<file path="config.mk">
export PLATFORM = sky130hd
export DESIGN_NAME = rst_ctl
export DESIGN_NICKNAME = d
export VERILOG_FILES = /design/src/rtl/rst_ctl_pkg.sv /design/src/rtl/rst_ctl.sv /design/src/rtl/sub_delay_arm.sv /design/src/rtl/sub_tick_gen.sv
export VERILOG_INCLUDE_DIRS = /design/src /design/src/rtl
export SDC_FILE = /design/constraint.sdc
export NUM_CORES = 1
export LEC_CHECK = 0
export BUFFER_PORTS_ARGS = -buffer_cell sky130_fd_sc_hd__buf_2
export CORE_MARGIN = 2
export CORE_UTILIZATION = 55
export CTS_BUF_LIST = sky130_fd_sc_hd__clkbuf_16
export DETAILED_ROUTE_END_ITERATION = 7
export PLACE_DENSITY_LB_ADDON = 0.12
export SLEW_MARGIN = 20
export SYNTH_ARGS = -nofsm -noshare
export SYNTH_HDL_FRONTEND = slang
export SYNTH_SLANG_ARGS = --single-unit
</file>
<file path="constraint.sdc">
create_clock -name clk_sys_i -period 6.58 [get_ports clk_sys_i]
set_input_delay 1.316 -clock clk_sys_i [delete_from_list [all_inputs] [get_ports clk_sys_i]]
set_output_delay 1.316 -clock clk_sys_i [all_outputs]
set_load 0.005 [all_outputs]
</file>
<file path="src/rtl/rst_ctl_defines.svh">
// Constants for the reset source controller
`ifndef RST_CTL_DEFINES_SVH
`define RST_CTL_DEFINES_SVH
`define ADDR_LVL_SEL 4'h0
`define ADDR_CAUSE 4'h1
`define ADDR_PROG_CTRL 4'h2
`define ADDR_WDT_KEY 4'h3
`define ADDR_STATUS 4'h4
`define LVL_POR 8'h66
`define LVL_1V7 8'h66
`define LVL_1V9 8'h55
`define LVL_2V55 8'h33
`define LVL_3V15 8'h99
`define LVL_3V8 8'hAA
`define LVL_OFF 8'hF0
`define LVL_RO_MASK 8'h0C
`define WDT_KEY_POR 8'h53
`define WDT_KEY_OFF 5'h15
`define WDT_KEY_ON 5'h0A
`define PROG_RST_KEY 8'h55
`define BIT_DROOP 2
`define BIT_BADLVL 1
`define BIT_BADKEY 0
`define CLK_HZ 40000000
`define START_DELAY_MS 50
`define START_DELAY_CYC ((`CLK_HZ / 1000) * `START_DELAY_MS)
`define SUB_DIV 1220
`define SUB_DELAY_LO 2
`endif

</file>
<file path="src/rtl/rst_ctl_pkg.sv">
// Types for the reset source controller
package rst_ctl_pkg;
  typedef enum logic [1:0] {
    RUN_MODE,
    SLOW_MODE,
    IDLE_MODE,
    SLEEP_MODE
  } power_mode_t;
  typedef struct packed {
    logic [3:0] addr;
    logic [7:0] wdata;
    logic wr;
    logic rd;
  } reg_req_t;
  typedef struct packed {
    logic por;
    logic pin;
    logic droop;
    logic bad_level;
    logic bad_key;
    logic prog;
    logic wdt;
  } rst_src_t;
endpackage : rst_ctl_pkg

</file>
<file path="src/rtl/rst_ctl.sv">
// Reset source controller: sources, cause flags, start-up delay
//
// Notes on behaviour
// - Program counter clears to zero on power-on.
// - Port data and direction preset all ones.
// - Low clear pin holds reset, resumes after.
// - Clear pin acts only when option selects.
// - Start delay follows clear pin release.
// - Supply droop resets and sets droop flag.
// - Short droop indications are filtered out.
// - Guard off in sleep and idle modes.
// - Level code selects threshold or disable; read-only bits 3:2 allow only 66h and 55h to stand, never disable.
// - Undefined code resets, flags, restores default.
// - Genuine droop reset keeps threshold unchanged.
// - Threshold resets to 66h, bits 3:2 read-only.
// - Cause flags set by hardware, cleared by software.
// - Upper five flag bits read zero.
// - Writing 55h to program control resets.
// - Watchdog time-out resets in run and slow modes and sets expired flag.
// - Droop reset is full reset with delay.
// - Bad watchdog key resets and flags.
// - Power-on clears expired and power-down flags.
//
// The implementer's own choices: the address map and strobed register access.
`timescale 1ns/1ps
`include "rst_ctl_defines.svh"
module rst_ctl
  import rst_ctl_pkg::*;
#(
  parameter int START_CYC = `START_DELAY_CYC,
  parameter int FILTER_CYC = 400,
  parameter int SUB_DIV = `SUB_DIV
) (
  // Clock and reset
  input wire logic clk_sys_i,
  input wire logic rst_i,
  // Register port
  input wire rst_ctl_pkg::reg_req_t req_i,
  output logic [7:0] rdata_o,
  // Pins and monitors
  input wire logic clear_pin_n_i,
  input wire logic clear_pin_opt_i,
  input wire logic supply_low_i,
  input wire logic wdt_timeout_i,
  input wire logic halt_i,
  input wire logic clr_pd_i,
  input wire rst_ctl_pkg::power_mode_t mode_i,
  // Outputs to the core
  output logic core_rst_o,
  output logic [15:0] pc_o,
  output logic port_preset_o,
  output logic guard_en_o,
  output logic [7:0] level_code_o,
  output logic timeout_flag_o,
  output logic pdown_flag_o
);
  import rst_ctl_pkg::*;

  function automatic logic level_known(input logic [7:0] c);
    return c == `LVL_1V7 || c == `LVL_1V9 || c == `LVL_2V55 ||
           c == `LVL_3V15 || c == `LVL_3V8 || c == `LVL_OFF;
  endfunction : level_known

  function automatic logic key_known(input logic [4:0] k);
    return k == `WDT_KEY_OFF || k == `WDT_KEY_ON;
  endfunction : key_known

  // One write decode shared by every register
  function automatic logic wr_hit(input reg_req_t r, input logic [3:0] a);
    return r.wr && r.addr == a;
  endfunction : wr_hit

  logic tick;
  logic [7:0] level_q;
  logic [7:0] wkey_q;
  logic droop_flag_q;
  logic badlvl_flag_q;
  logic badkey_flag_q;
  logic cause_wr;
  logic por_q;
  logic [31:0] delay_q;
  logic [15:0] filt_q;
  logic droop_req;
  logic droop_fire;
  logic badlvl_fire;
  logic badkey_fire;
  logic prog_hit;
  logic pin_rst;
  logic wdt_rst;
  logic src_any;
  logic guard_on;
  logic sleepy;
  rst_src_t src;

  sub_tick_gen #(.DIV(SUB_DIV)) u_tick (
    .clk_sys_i(clk_sys_i),
    .rst_i(rst_i),
    .tick_o(tick)
  );

  assign sleepy = (mode_i == IDLE_MODE) || (mode_i == SLEEP_MODE);
  assign guard_on = !sleepy && (level_q != `LVL_OFF);
  assign pin_rst = clear_pin_opt_i && !clear_pin_n_i;
  assign wdt_rst = wdt_timeout_i && !sleepy;
  assign prog_hit = wr_hit(req_i, `ADDR_PROG_CTRL) &&
                    req_i.wdata == `PROG_RST_KEY;
  assign cause_wr = wr_hit(req_i, `ADDR_CAUSE);

  // Filter keeps noise spikes on the comparator from resetting
  always_ff @(posedge clk_sys_i or posedge rst_i) begin
    if (rst_i) begin
      filt_q <= 16'h0000;
    end else if (!supply_low_i || !guard_on || core_rst_o) begin
      filt_q <= 16'h0000;
    end else if (filt_q != 16'(FILTER_CYC)) begin
      filt_q <= filt_q + 16'h0001;
    end
  end
  assign droop_req = guard_on && level_known(level_q) &&
                     filt_q == 16'(FILTER_CYC);

  sub_delay_arm u_droop (
    .clk_sys_i(clk_sys_i),
    .rst_i(rst_i),
    .tick_i(tick),
    .req_i(droop_req && !core_rst_o),
    .fire_o(droop_fire)
  );

  sub_delay_arm u_badlvl (
    .clk_sys_i(clk_sys_i),
    .rst_i(rst_i),
    .tick_i(tick),
    .req_i(!level_known(level_q)),
    .fire_o(badlvl_fire)
  );

  sub_delay_arm u_badkey (
    .clk_sys_i(clk_sys_i),
    .rst_i(rst_i),
    .tick_i(tick),
    .req_i(!key_known(wkey_q[7:3])),
    .fire_o(badkey_fire)
  );

  always_comb begin
    src = '0;
    src.por = por_q;
    src.pin = pin_rst;
    src.droop = droop_fire;
    src.bad_level = badlvl_fire;
    src.bad_key = badkey_fire;
    src.prog = prog_hit;
    src.wdt = wdt_rst;
  end
  assign src_any = |src;

  // Power-on marker released one cycle after the async reset
  always_ff @(posedge clk_sys_i or posedge rst_i) begin
    if (rst_i) begin
      por_q <= 1'b1;
    end else begin
      por_q <= 1'b0;
    end
  end

  // Threshold register; a genuine droop leaves it alone
  always_ff @(posedge clk_sys_i or posedge rst_i) begin
    if (rst_i) begin
      level_q <= `LVL_POR;
    end else if (badlvl_fire) begin
      level_q <= `LVL_POR;
    end else if (wr_hit(req_i, `ADDR_LVL_SEL)) begin
      level_q <= (req_i.wdata & ~`LVL_RO_MASK) |
                 (level_q & `LVL_RO_MASK);
    end
  end

  // Watchdog key; bad key is cleared by the reset it causes
  always_ff @(posedge clk_sys_i or posedge rst_i) begin
    if (rst_i) begin
      wkey_q <= `WDT_KEY_POR;
    end else if (badkey_fire) begin
      wkey_q <= `WDT_KEY_POR;
    end else if (wr_hit(req_i, `ADDR_WDT_KEY)) begin
      wkey_q <= req_i.wdata;
    end
  end

  // Droop flag; a set in the clearing cycle wins so no event is lost
  always_ff @(posedge clk_sys_i or posedge rst_i) begin
    if (rst_i) begin
      droop_flag_q <= 1'b0;
    end else if (droop_fire) begin
      droop_flag_q <= 1'b1;
    end else if (cause_wr && !req_i.wdata[`BIT_DROOP]) begin
      droop_flag_q <= 1'b0;
    end
  end

  // Bad level flag; writing one leaves it alone
  always_ff @(posedge clk_sys_i or posedge rst_i) begin
    if (rst_i) begin
      badlvl_flag_q <= 1'b0;
    end else if (badlvl_fire) begin
      badlvl_flag_q <= 1'b1;
    end else if (cause_wr && !req_i.wdata[`BIT_BADLVL]) begin
      badlvl_flag_q <= 1'b0;
    end
  end

  // Bad key flag; only power-on or software clears it
  always_ff @(posedge clk_sys_i or posedge rst_i) begin
    if (rst_i) begin
      badkey_flag_q <= 1'b0;
    end else if (badkey_fire) begin
      badkey_flag_q <= 1'b1;
    end else if (cause_wr && !req_i.wdata[`BIT_BADKEY]) begin
      badkey_flag_q <= 1'b0;
    end
  end

  // Time-out flag survives every reset but power-on
  always_ff @(posedge clk_sys_i or posedge rst_i) begin
    if (rst_i) begin
      timeout_flag_o <= 1'b0;
    end else if (wdt_timeout_i) begin
      timeout_flag_o <= 1'b1;
    end
  end

  // Power-down flag; a halt beats a clear in the same cycle
  always_ff @(posedge clk_sys_i or posedge rst_i) begin
    if (rst_i) begin
      pdown_flag_o <= 1'b0;
    end else if (halt_i) begin
      pdown_flag_o <= 1'b1;
    end else if (clr_pd_i) begin
      pdown_flag_o <= 1'b0;
    end
  end

  // Start-up timer restarts while any source is active
  always_ff @(posedge clk_sys_i or posedge rst_i) begin
    if (rst_i) begin
      delay_q <= 32'h0000_0000;
      core_rst_o <= 1'b1;
    end else if (src_any) begin
      delay_q <= 32'h0000_0000;
      core_rst_o <= 1'b1;
    end else if (core_rst_o) begin
      if (delay_q == 32'(START_CYC - 1)) begin
        core_rst_o <= 1'b0;
      end else begin
        delay_q <= delay_q + 32'h0000_0001;
      end
    end
  end

  // Program counter is held at zero while any reset stands
  always_ff @(posedge clk_sys_i or posedge rst_i) begin
    if (rst_i) begin
      pc_o <= 16'h0000;
    end else if (src_any || core_rst_o) begin
      pc_o <= 16'h0000;
    end
  end

  // Port preset trails the combined reset by one cycle
  always_ff @(posedge clk_sys_i or posedge rst_i) begin
    if (rst_i) begin
      port_preset_o <= 1'b1;
    end else begin
      port_preset_o <= src_any || core_rst_o;
    end
  end

  // Guard enable follows the power mode
  always_ff @(posedge clk_sys_i or posedge rst_i) begin
    if (rst_i) begin
      guard_en_o <= 1'b0;
    end else begin
      guard_en_o <= guard_on;
    end
  end

  // Registered copy keeps the core side off the bus timing
  always_ff @(posedge clk_sys_i or posedge rst_i) begin
    if (rst_i) begin
      level_code_o <= `LVL_POR;
    end else begin
      level_code_o <= level_q;
    end
  end

  // Read data one cycle after strobe, zero otherwise
  always_ff @(posedge clk_sys_i or posedge rst_i) begin
    if (rst_i) begin
      rdata_o <= 8'h00;
    end else if (req_i.rd) begin
      unique case (req_i.addr)
        `ADDR_LVL_SEL: rdata_o <= level_q;
        `ADDR_CAUSE: rdata_o <= {5'h00, droop_flag_q, badlvl_flag_q,
                                 badkey_flag_q};
        `ADDR_WDT_KEY: rdata_o <= wkey_q;
        `ADDR_STATUS: rdata_o <= {4'h0, pdown_flag_o, timeout_flag_o,
                                  guard_on, core_rst_o};
        default: rdata_o <= 8'h00;
      endcase
    end else begin
      rdata_o <= 8'h00;
    end
  end
endmodule : rst_ctl

</file>
<file path="src/rtl/sub_delay_arm.sv">
// Delays a level request by two to three subclock ticks
`timescale 1ns/1ps
module sub_delay_arm (
  // Clock and reset
  input wire logic clk_sys_i,
  input wire logic rst_i,
  // Control
  input wire logic tick_i,
  input wire logic req_i,
  output logic fire_o
);
  logic [1:0] cnt_q;
  always_ff @(posedge clk_sys_i or posedge rst_i) begin
    if (rst_i) begin
      cnt_q <= 2'h0;
    end else if (!req_i) begin
      cnt_q <= 2'h0;
    end else if (tick_i && cnt_q != 2'h3) begin
      cnt_q <= cnt_q + 2'h1;
    end
  end
  // Partial first tick gives the 2 to 3 spread
  assign fire_o = req_i && tick_i && (cnt_q == 2'h2);
endmodule : sub_delay_arm

</file>
<file path="src/rtl/sub_tick_gen.sv">
// Subclock enable pulse divider
`timescale 1ns/1ps
module sub_tick_gen #(
  parameter int DIV = 1220
) (
  // Clock and reset
  input wire logic clk_sys_i,
  input wire logic rst_i,
  // Tick
  output logic tick_o
);
  logic [15:0] cnt_q;
  always_ff @(posedge clk_sys_i or posedge rst_i) begin
    if (rst_i) begin
      cnt_q <= 16'h0000;
      tick_o <= 1'b0;
    end else if (cnt_q == 16'(DIV - 1)) begin
      cnt_q <= 16'h0000;
      tick_o <= 1'b1;
    end else begin
      cnt_q <= cnt_q + 16'h0001;
      tick_o <= 1'b0;
    end
  end
endmodule : sub_tick_gen
</file>
# Yosys cells after proc, flatten, opt, wreduce, memory -nomap -nowiden

Index checks and enable logic that the tools add are counted.

Register bits after elaboration: 112
Input port bits: 24
Output and inout bits: 37
Word-level logic and storage cells: 141

$add $sub $neg: 6
Equality and inequality tests: 28
Mux-type cells: 30
Bitwise gates (word level): 1
Reduce and logical (&&, ||, !) cells: 56

Operators by type and width:

| operator                                                                 | number |
|---|---|
| 32-bit two-way mux                                                       | 3 |
| 16-bit two-way mux                                                       | 3 |
| 8-bit two-way mux                                                        | 5 |
| 16-bit by 1-bit adder with 16-bit output, second input constant          | 2 |
| 32-bit by 1-bit adder with 32-bit output, second input constant          | 1 |
| 32-bit by 21-bit equality test with 1-bit output, second input constant  | 1 |
| 8-bit case mux with 4 select lines                                       | 1 |
| 8-bit by 7-bit equality test with 1-bit output, second input constant    | 3 |
| 8-bit equality test, second input constant                               | 3 |
| 1-bit logical AND                                                        | 23 |
| 2-bit nonzero test                                                       | 10 |
| 16-bit by 11-bit equality test with 1-bit output, second input constant  | 1 |
| 16-bit by 9-bit equality test with 1-bit output, second input constant   | 1 |
| 16-bit by 9-bit inequality test with 1-bit output, second input constant | 1 |
| 1-bit two-way mux                                                        | 12 |
| 2-bit two-way mux                                                        | 6 |
| 2-bit equality test, second input constant                               | 5 |
| 1-bit zero test                                                          | 10 |
| 1-bit logical OR                                                         | 10 |
| 2-bit inequality test, second input constant                             | 5 |
| 4-bit by 2-bit equality test with 1-bit output, second input constant    | 2 |
| 8-bit by 6-bit equality test with 1-bit output, second input constant    | 1 |
| 8-bit inequality test, second input constant                             | 1 |
| 8-bit by 4-bit bitwise OR with 8-bit output                              | 1 |
| 8 further kinds                                                          | 10 |

# Depth between registers and ports, before layout

Gate-level depths: netlist of the first run.

Depth after elaboration: 14
Mapped depth: 8
Depth with buffers taken out: 7

# Hierarchy

A second synthesis of the first run with hierarchy kept.

Cell total of the unflattened synthesis: 555
Area total of the unflattened synthesis: 5644.2 µm²

By module, submodules not included:

| module        | times used | cells an instance | area an instance (µm²) |
|---|---|---|---|
| rst_ctl       | 1          | 443               | 4421.7 |
| sub_tick_gen  | 1          | 73                | 802.0 |
| sub_delay_arm | 3          | 13                | 140.1 |

# Least setup slack after synthesis of the first run

No wires, ideal clock.

Kind: input to register
Start: in req_i[1] (netlist bit)
End: reg delay_q[4]
Library setup time: 159 ps
Arrival time: 2511 ps
Data required time: 6421 ps
Path slack: 3911 ps
Stages: 7
Path buffers: 2
Cells stage by stage: clkbuf_1 nor3b_1 nand4_1 o211ai_1 a41o_1 clkbuf_1 a211oi_1

Longest elaborated chain between the ends: 5
Elaborated cells between the ends (all ways): 7
Those cells by class: eq/ne: 1; mux: 1; reduce/logical: 5

Ends and longest elaborated chain:

| what                                                                  | RTL line       | RTL |
|---|---|---|
| from (decl)                                                           | rst_ctl.sv:38  | `input wire rst_ctl_pkg::reg_req_t req_i,` |
| 1-bit logical AND *                                                   | rst_ctl.sv:70  | `return r.wr && r.addr == a;` |
| 1-bit logical AND (no line) *                                         | --             |  |
| 7-bit OR reduction *                                                  | rst_ctl.sv:156 | `assign src_any = \|src;` |
| 2-bit inequality test (no line) or 2-bit nonzero test (tied branches) | --             |  |
| 2-bit AND reduction (no line)                                         | --             |  |
| to (signal assigned)                                                  | rst_ctl.sv:255 | `delay_q <= delay_q + 32'h0000_0001;` |
| to (decl)                                                             | rst_ctl.sv:81  | `logic [31:0] delay_q;` |

Mark *: on every way between the ends. The rest lies on a longest branch, timed or not.
A chain may end at the register's enable or synchronous reset.

# Worst setup path in the final report of the first run

Start: in req_i[1] (netlist bit)
End: reg delay_q[23]

Same word-level chain as after synthesis.

==> results.txt, run 1 <==
DRC: 0
Met1 WL: 4.87 mm
Dpl hpwl: 7.28 mm
Yosys reg bits: 110
Comb pwr share: 6.9%
Worst-Skew Late Latency: 340 ps
Switching share of power: 24.3%
Slowest cell on crit path: a41o_2
Max Root-Sink Buffers: 2
Routed wire length: 10.8 mm
Via count: 4,153
Max incr delay on CP: 540 ps
GP Congestion: 0.874
Top Family by Delay on Critical Path: compound AO/OA/AOI/OAI gates
Mapped Area: 0.00548 mm2
Status: finished clean
Slew HR: 47.3%
CTS Root Cell: clkbuf_16
CP Data Arrival Time: 2900 ps
Register area share after synthesis: 50.5%
Tightest Pin Transition: 780 ps
Worst path required time: 6770 ps
Clock-pin slew on the worst setup and hold paths: 70 ps
Via density: 5.70
Die extent in y: 104 um
Power density over the cells: 222 mW/mm2
Initial Util: 56.4%
Yosys cell types: 46
CP Capture Type: register
Die width: 104 um
Synth area leader: dfrtp_1
Crit path buffers/inverters: 1
Synth top area share: 43.4%
TritonCTS clock tree: yes
Io pins: 61
Post-route clock period utilization: 41.2%
Syn_area_per_cell: 9.84 um2
Setup violators final: 0
Largest net degree at the start of global routing: 59
Setup TNS: 0 ps
Sink Count: 110
Setup Fix Bufs, Post-CTS: 0
Area contributors post-synth: dfrtp_1 43%, dfstp_2 7.2%, xnor2_1 6.1%, nand3_1 4.1%, nor2_1 3.6%
DR WL met3: 441 um
Layout Nets: 625
DR iter-0 viols: 189
Switching power: 324 uW
Power share of the clock group: 36.9%
Routed Antenna Nets: 0
GRT Total Usage: 20.9%
Final Skew: 7.55 ps
Initial antenna violation count: 0
Port buffer count: 42
Met2 wire length: 5.33 mm
Ys flop type: dfrtp_1
CP Class: in -> reg
Post-Syn Instances: 557
First-pass DRT Iterations: 6
Pint: 1010 uW
Worst vdd ir: 165 uV
Final Critical Period: 2710 ps
Layout cell share with drive strength beyond 1: 14.3%
Final max-slew violation count: 0
# rows: 36
RSZ-0062 raised after global routing: no
Worst min path class: reg -> reg
Max-cap viol count: 0
Hold Violations, Final: 0
EDFF count, synth: 0
Highest routed layer: met4
Leakage: 0.00251 uW
Cell Chain, Critical Path: buf_2 -> nor3b_1 -> nand4_1 -> o211ai_1 -> a41o_2 -> nor3_1
Total power: 1330 uW
Synthesis warning total: 0
Vias in the first global route: 3,918
Critical Path Fanout Max: 34
Total grt overflow: 0
Area delta synth->final: 9.61%
Fill cells: 841
Startpoint Class: input pin
Die ar.: 0.0108 mm2
Sequential Power Share: 56.1%
Antenna cells: 0
Maximum clock frequency: 0.369 GHz
First-pass GRT wire length: 18.5 mm
Core Box Area: 0.00973 mm2
Post-cts hold buffer count: 0
Wire per inst: 14.8 um
Post-synth ARST share: 100%
Post_cts resized: 0
CTS H-Tree Depth: 3
TritonCTS buffer count: 9
[stage by stage]
stage                     instance area (um2)  worst slack (ps)  hold WS, ps  std cells  utilization [%]
after global placement                   5740              3110          389        713             59.0
after CTS                                6010              3870          399        729             61.8
final                                    6010              3870          398        729             61.8
after floorplan                          5550              2390          371        574                -
after global routing                     6010              3650          407        729             61.8
after detailed placement                 5740              3500          390        713             59.0
[cell families after synthesis]
group                    Yosys count  synth area share [%]
AND/OR/NAND/NOR                  272                  26.4
flip-flops                       110                  50.5
other                              1                0.0684
adder cells (fa/ha/maj)           10                  2.28
multiplexers                       7                  1.30
XOR/XNOR                          54                  8.63
buffers and inverters             55                  4.95
AO/OA/AOI/OAI                     48                  5.77
[power groups by stage]
| stage | Combinational [uW] | Clock, uW | Sequential [uW] |
|---|---|---|---|
| after floorplan | 68.3 | 0 | 752 |
| after global placement | 91.3 | 0 | 759 |
| after detailed placement | 92.9 | 0 | 760 |
| after CTS | 93.4 | 504 | 747 |
| after global routing | 107 | 536 | 752 |
| final | 92.4 | 492 | 748 |
[Yosys cell counts, types with 2 or more instances]
library cell   n
buf_4         17
and3_1         8
nor2b_1        4
nor4_1        18
inv_1         16
nand2_1       42
nor3b_1        3
nor4bb_1       4
dfrtp_1       95
a21oi_1       11
ha_1          10
o21ai_0       12
clkbuf_1      20
dfstp_2       15
o211ai_1       2
a21o_1         2
nand4_1       17
nor2_1        52
or4_1          4
and4_1         8
nand3_1       45
xnor2_1       38
nor3_1        33
a22oi_1        8
a211oi_1       7
nor4b_1        6
xor2_1        16
o31ai_1        2
nand3b_1       4
nand2b_1       5
mux2i_1        6
or3_1         11
or2_2          3
[worst paths after layout]
| kind | startpoint | depth (start not counted) | to | slack [ps] |
|---|---|---|---|---|
| max in group asynchronous | rst_i | 3 | delay_q[27]$_DFFE_PP0P_ | 4360 |
| max | req_i[1] | 6 | delay_q[23]$_DFFE_PP0P_ | 3870 |
| min reg2reg | level_q[1]$_DFFE_PP1P_ | 0 | level_code_o[1]$_DFF_PP1_ | 400 |
| min in group asynchronous | rst_i | 2 | filt_q[5]$_DFFE_PP0P_ | 1050 |
| min | level_q[1]$_DFFE_PP1P_ | 0 | level_code_o[1]$_DFF_PP1_ | 400 |
| max reg2reg | delay_q[0]$_DFFE_PP0P_ | 6 | delay_q[30]$_DFFE_PP0P_ | 3870 |
[layout by cell type, fill, tap and decap left out, types with 5 or more instances in the layout]
master,count
a21oi_1,11
conb_1,18
clkbuf_16,9
or3_1,11
ha_1,10
and4_1,8
nand3_1,45
buf_2,42
xnor2_1,38
nor4_1,18
dfrtp_1,95
and3_1,8
nor2_1,52
nor3_1,32
a22oi_1,8
inv_1,15
nand4_1,17
o21ai_0,12
nand2b_1,5
a211oi_1,7
dfstp_2,15
nor4b_1,6
xor2_1,16
nand2_1,42
mux2i_1,6
[area by class of cell]
cell class / count / area (um2) / area share [%]
Multi-Input combinational cell: 409 / 2510 / 41.8
Tap cell: 133 / 166 / 2.77
Clock buffer: 9 / 225 / 3.75
Timing Repair Buffer: 45 / 233 / 3.87
Clock inverter: 7 / 41.3 / 0.687
Sequential cell: 110 / 2770 / 46.1
Inverter: 16 / 62.6 / 1.04
[worst reg2reg max path: cells and delay by family, from the launching register on]
family | cells | cell delay (ps)
adders and majority gates | 1 | 220
AOI/OAI and AO/OA | 1 | 210
DFF | 1 | 420
and+or+nand+nor | 4 | 1790
[metal layers]
layer / track usage [%] / vias up
li1: - / 2013
met1: 28.0 / 2027
met2: 33.9 / 98
met3: 4.78 / 15
met4: 6.27 / 0
met5: 0 / -
[state kept, by name, summed over array words and instances, names as in the netlist, 2 cells and up]
| name | count |
|---|---|
| u_droop.cnt_q | 2 |
| delay_q | 32 |
| u_badkey.cnt_q | 2 |
| filt_q | 16 |
| level_code_o | 7 |
| rdata_o | 8 |
| level_q | 7 |
| u_badlvl.cnt_q | 2 |
| wkey_q | 8 |
| u_tick.cnt_q | 16 |
Note: power is estimated with default switching activity, not from simulation.
==> inputs of run 2 (changes only) <==
==> constraint.sdc (replaced) <==
create_clock -name clk_sys_i -period 2.7 [get_ports clk_sys_i]
set_input_delay 0.54 -clock clk_sys_i [delete_from_list [all_inputs] [get_ports clk_sys_i]]
set_output_delay 0.54 -clock clk_sys_i [all_outputs]
set_load 0.005 [all_outputs]
==> run 2 against run 1 <==
Compared with the run above:
- cell count rose by 1.8%
- die area stayed put
- largest cell class unchanged
- sequential power rose by 140%
- count of clock-buffer cells in the layout stayed put
- worst hold slack got worse by 190 ps
==> results.txt, run 2 (same netlist as run 1, synthesis figures left out) <==
Status: finished clean
Initial Util: 56.4% (unchanged)
Fill cells: 826 (-1.8%)
Setup TNS: 0 ps (unchanged)
Post-route clock period utilization: 88.2%
Slowest cell on crit path: or4_1
TritonCTS clock tree: yes
Worst min path class: in -> async
Io pins: 61 (unchanged)
Max incr delay on CP: 530 ps (about the same)
Via density: 5.62 (-1.4%)
Wire per inst: 15.2 um (+3.0%)
Largest regs: delay_q x32, filt_q x16, u_tick.cnt_q x16
Final WS setup: 317 ps (-3550 ps)
Power density over the cells: 560 mW/mm2 (+150%)
CP Class: reg -> reg
Worst vdd ir: 450 uV (+170%)
DR iter-0 viols: 235 (+24%)
Die ar.: 0.0108 mm2 (unchanged)
Routed wire length: 11.3 mm (+4.8%)
Leakage: 0.00261 uW (+3.8%)
Final Critical Period: 2380 ps
# rows: 36 (unchanged)
Initial antenna violation count: 0 (unchanged)
Routed Antenna Nets: 0 (unchanged)
Cell Chain, Critical Path: or4_1 -> or3_1 -> nor3_1 -> o21ai_0 -> a211oi_1
Post-cts hold buffer count: 0 (unchanged)
First-pass DRT Iterations: 5 (-1)
Area delta synth->final: 12.4%
Most frequent cells in the layout: 95 x dfrtp_1, 52 x nor2_1, 45 x nand3_1
Post-Route Utilization: 63.3% (+1.6 points)
Final instance area: 0.00616 mm2 (+2.5%)
GP Congestion: 0.844 (-3.4%)
CP Data Arrival Time: 2630 ps (-270 ps)
Critical Path Fanout Max: 6 (-82%)
Setup Fix Bufs, Post-CTS: 0 (unchanged)
Max Root-Sink Buffers: 2 (unchanged)
Worst-Skew Late Latency: 350 ps (about the same)
Largest net degree at the start of global routing: 63 (+6.8%)
Layout Nets: 638 (+2.1%)
Final max-slew violation count: 0 (unchanged)
Hold Violations, Final: 0 (unchanged)
Via count: 4,167 (+0.34%)
Reg with most FFs: delay_q
Core Box Area: 0.00973 mm2 (unchanged)
Layout cell share with drive strength beyond 1: 15.8% (+1.5 points)
CTS Root Cell: clkbuf_16
Dpl hpwl: 7.73 mm (+6.2%)
Setup violators final: 0 (unchanged)
Vias in the first global route: 4,045 (+3.2%)
Total grt overflow: 0 (unchanged)
Post_cts resized: 0 (unchanged)
Antenna cells: 0 (unchanged)
Final Skew: 7.53 ps (-0.0171 ps)
Flop2flop setup slack: 320 ps (-3550 ps)
Clock-pin slew on the worst setup and hold paths: 70 ps (about the same)
Sink Count: 110 (unchanged)
Tightest Pin Transition: 818 ps (+38.5 ps)
Commonest non-fill, non-tap cell in the layout: dfrtp_1
Worst path required time: 2950 ps (-3820 ps)
Maximum clock frequency: 0.420 GHz
WHS: 204 ps (-194 ps)
Die width: 104 um (unchanged)
Max reg flops: 32 (unchanged)
TritonCTS buffer count: 9 (unchanged)
Max-cap viol count: 0 (unchanged)
Slew HR: 44.7% (-2.6 points)
DRC: 0 (unchanged)
Cell Area, Placed: 0.00585 mm2 (+1.9%)
CP Capture Type: register
RSZ-0062 raised after global routing: no
Port buffer count: 42 (unchanged)
First-pass GRT wire length: 19.7 mm (+6.6%)
Startpoint Class: register
Die extent in y: 104 um (unchanged)
CTS H-Tree Depth: 3 (unchanged)
GRT Total Usage: 22.3% (+1.4 points)
Pre-CTS setup slack: 353 ps (-3150 ps)
run 2: changes by cell type in the layout (fill, tap and decap cells not counted), sizes merged:
cell / before / now
clkinv: 5 / 1
bufinv: 0 / 2
inv: 16 / 18
buf: 45 / 58
run 2: stage by stage:
stage / cells / total power (uW)
6_report: 742 / 3450
3_3_place_gp: 726 / 2090
4_1_cts: 742 / 3490
5_1_grt: 742 / 3600
3_5_place_dp: 726 / 2100
2_1_floorplan: 574 / 2000
run 2: routing by layer:
| layer | GRT usage, % | up-vias | share of wire, % |
|---|---|---|---|
| li1 | - | 2031 | - |
| met1 | 30.6 | 2019 | 47 |
| met2 | 36.0 | 107 | 47 |
| met3 | 5.66 | 10 | 4.7 |
| met4 | 4.92 | 0 | 0.90 |
| met5 | 0 | - | 0 |
run 2: worst paths after layout:
check / to / from / cells after the start
setup / recovery: delay_q[7]$_DFFE_PP0P_ / delay_q[28]$_DFFE_PP0P_ / 5
hold / removal: delay_q[9]$_DFFE_PP0P_ / rst_i / 2
setup reg to reg: delay_q[7]$_DFFE_PP0P_ / delay_q[28]$_DFFE_PP0P_ / 5
hold reg to reg: level_code_o[1]$_DFF_PP1_ / level_q[1]$_DFFE_PP1P_ / 0
max in group asynchronous: por_q$_DFF_PP1_ / rst_i / 3
min in group clk_sys_i: pdown_flag_o$_DFFE_PP0P_ / halt_i / 2
run 2: layout make-up:
class                      count  area (um2)  share of cell area [%]
sequential                   110        2770                    45.0
inverter                      16        63.8                    1.04
multi-input combinational    409        2510                    40.7
timing repair buffer          58         343                    5.56
clock inverter                 7        83.8                    1.36
clock buffer                   9         225                    3.65
tap                          133         166                    2.70
run 2: where the power goes:
part	internal, uW	leakage (uW)	switching, uW
sequential	1750	0.00144	77.2
clock	802	0.000159	578
combinational	99.5	0.00101	143
run 2: critical path, delay by kind of cell, from the launching register on:
kind	cells	cell delay [ps]
flops	1	440
compound gates	2	450
simple gates	3	1400
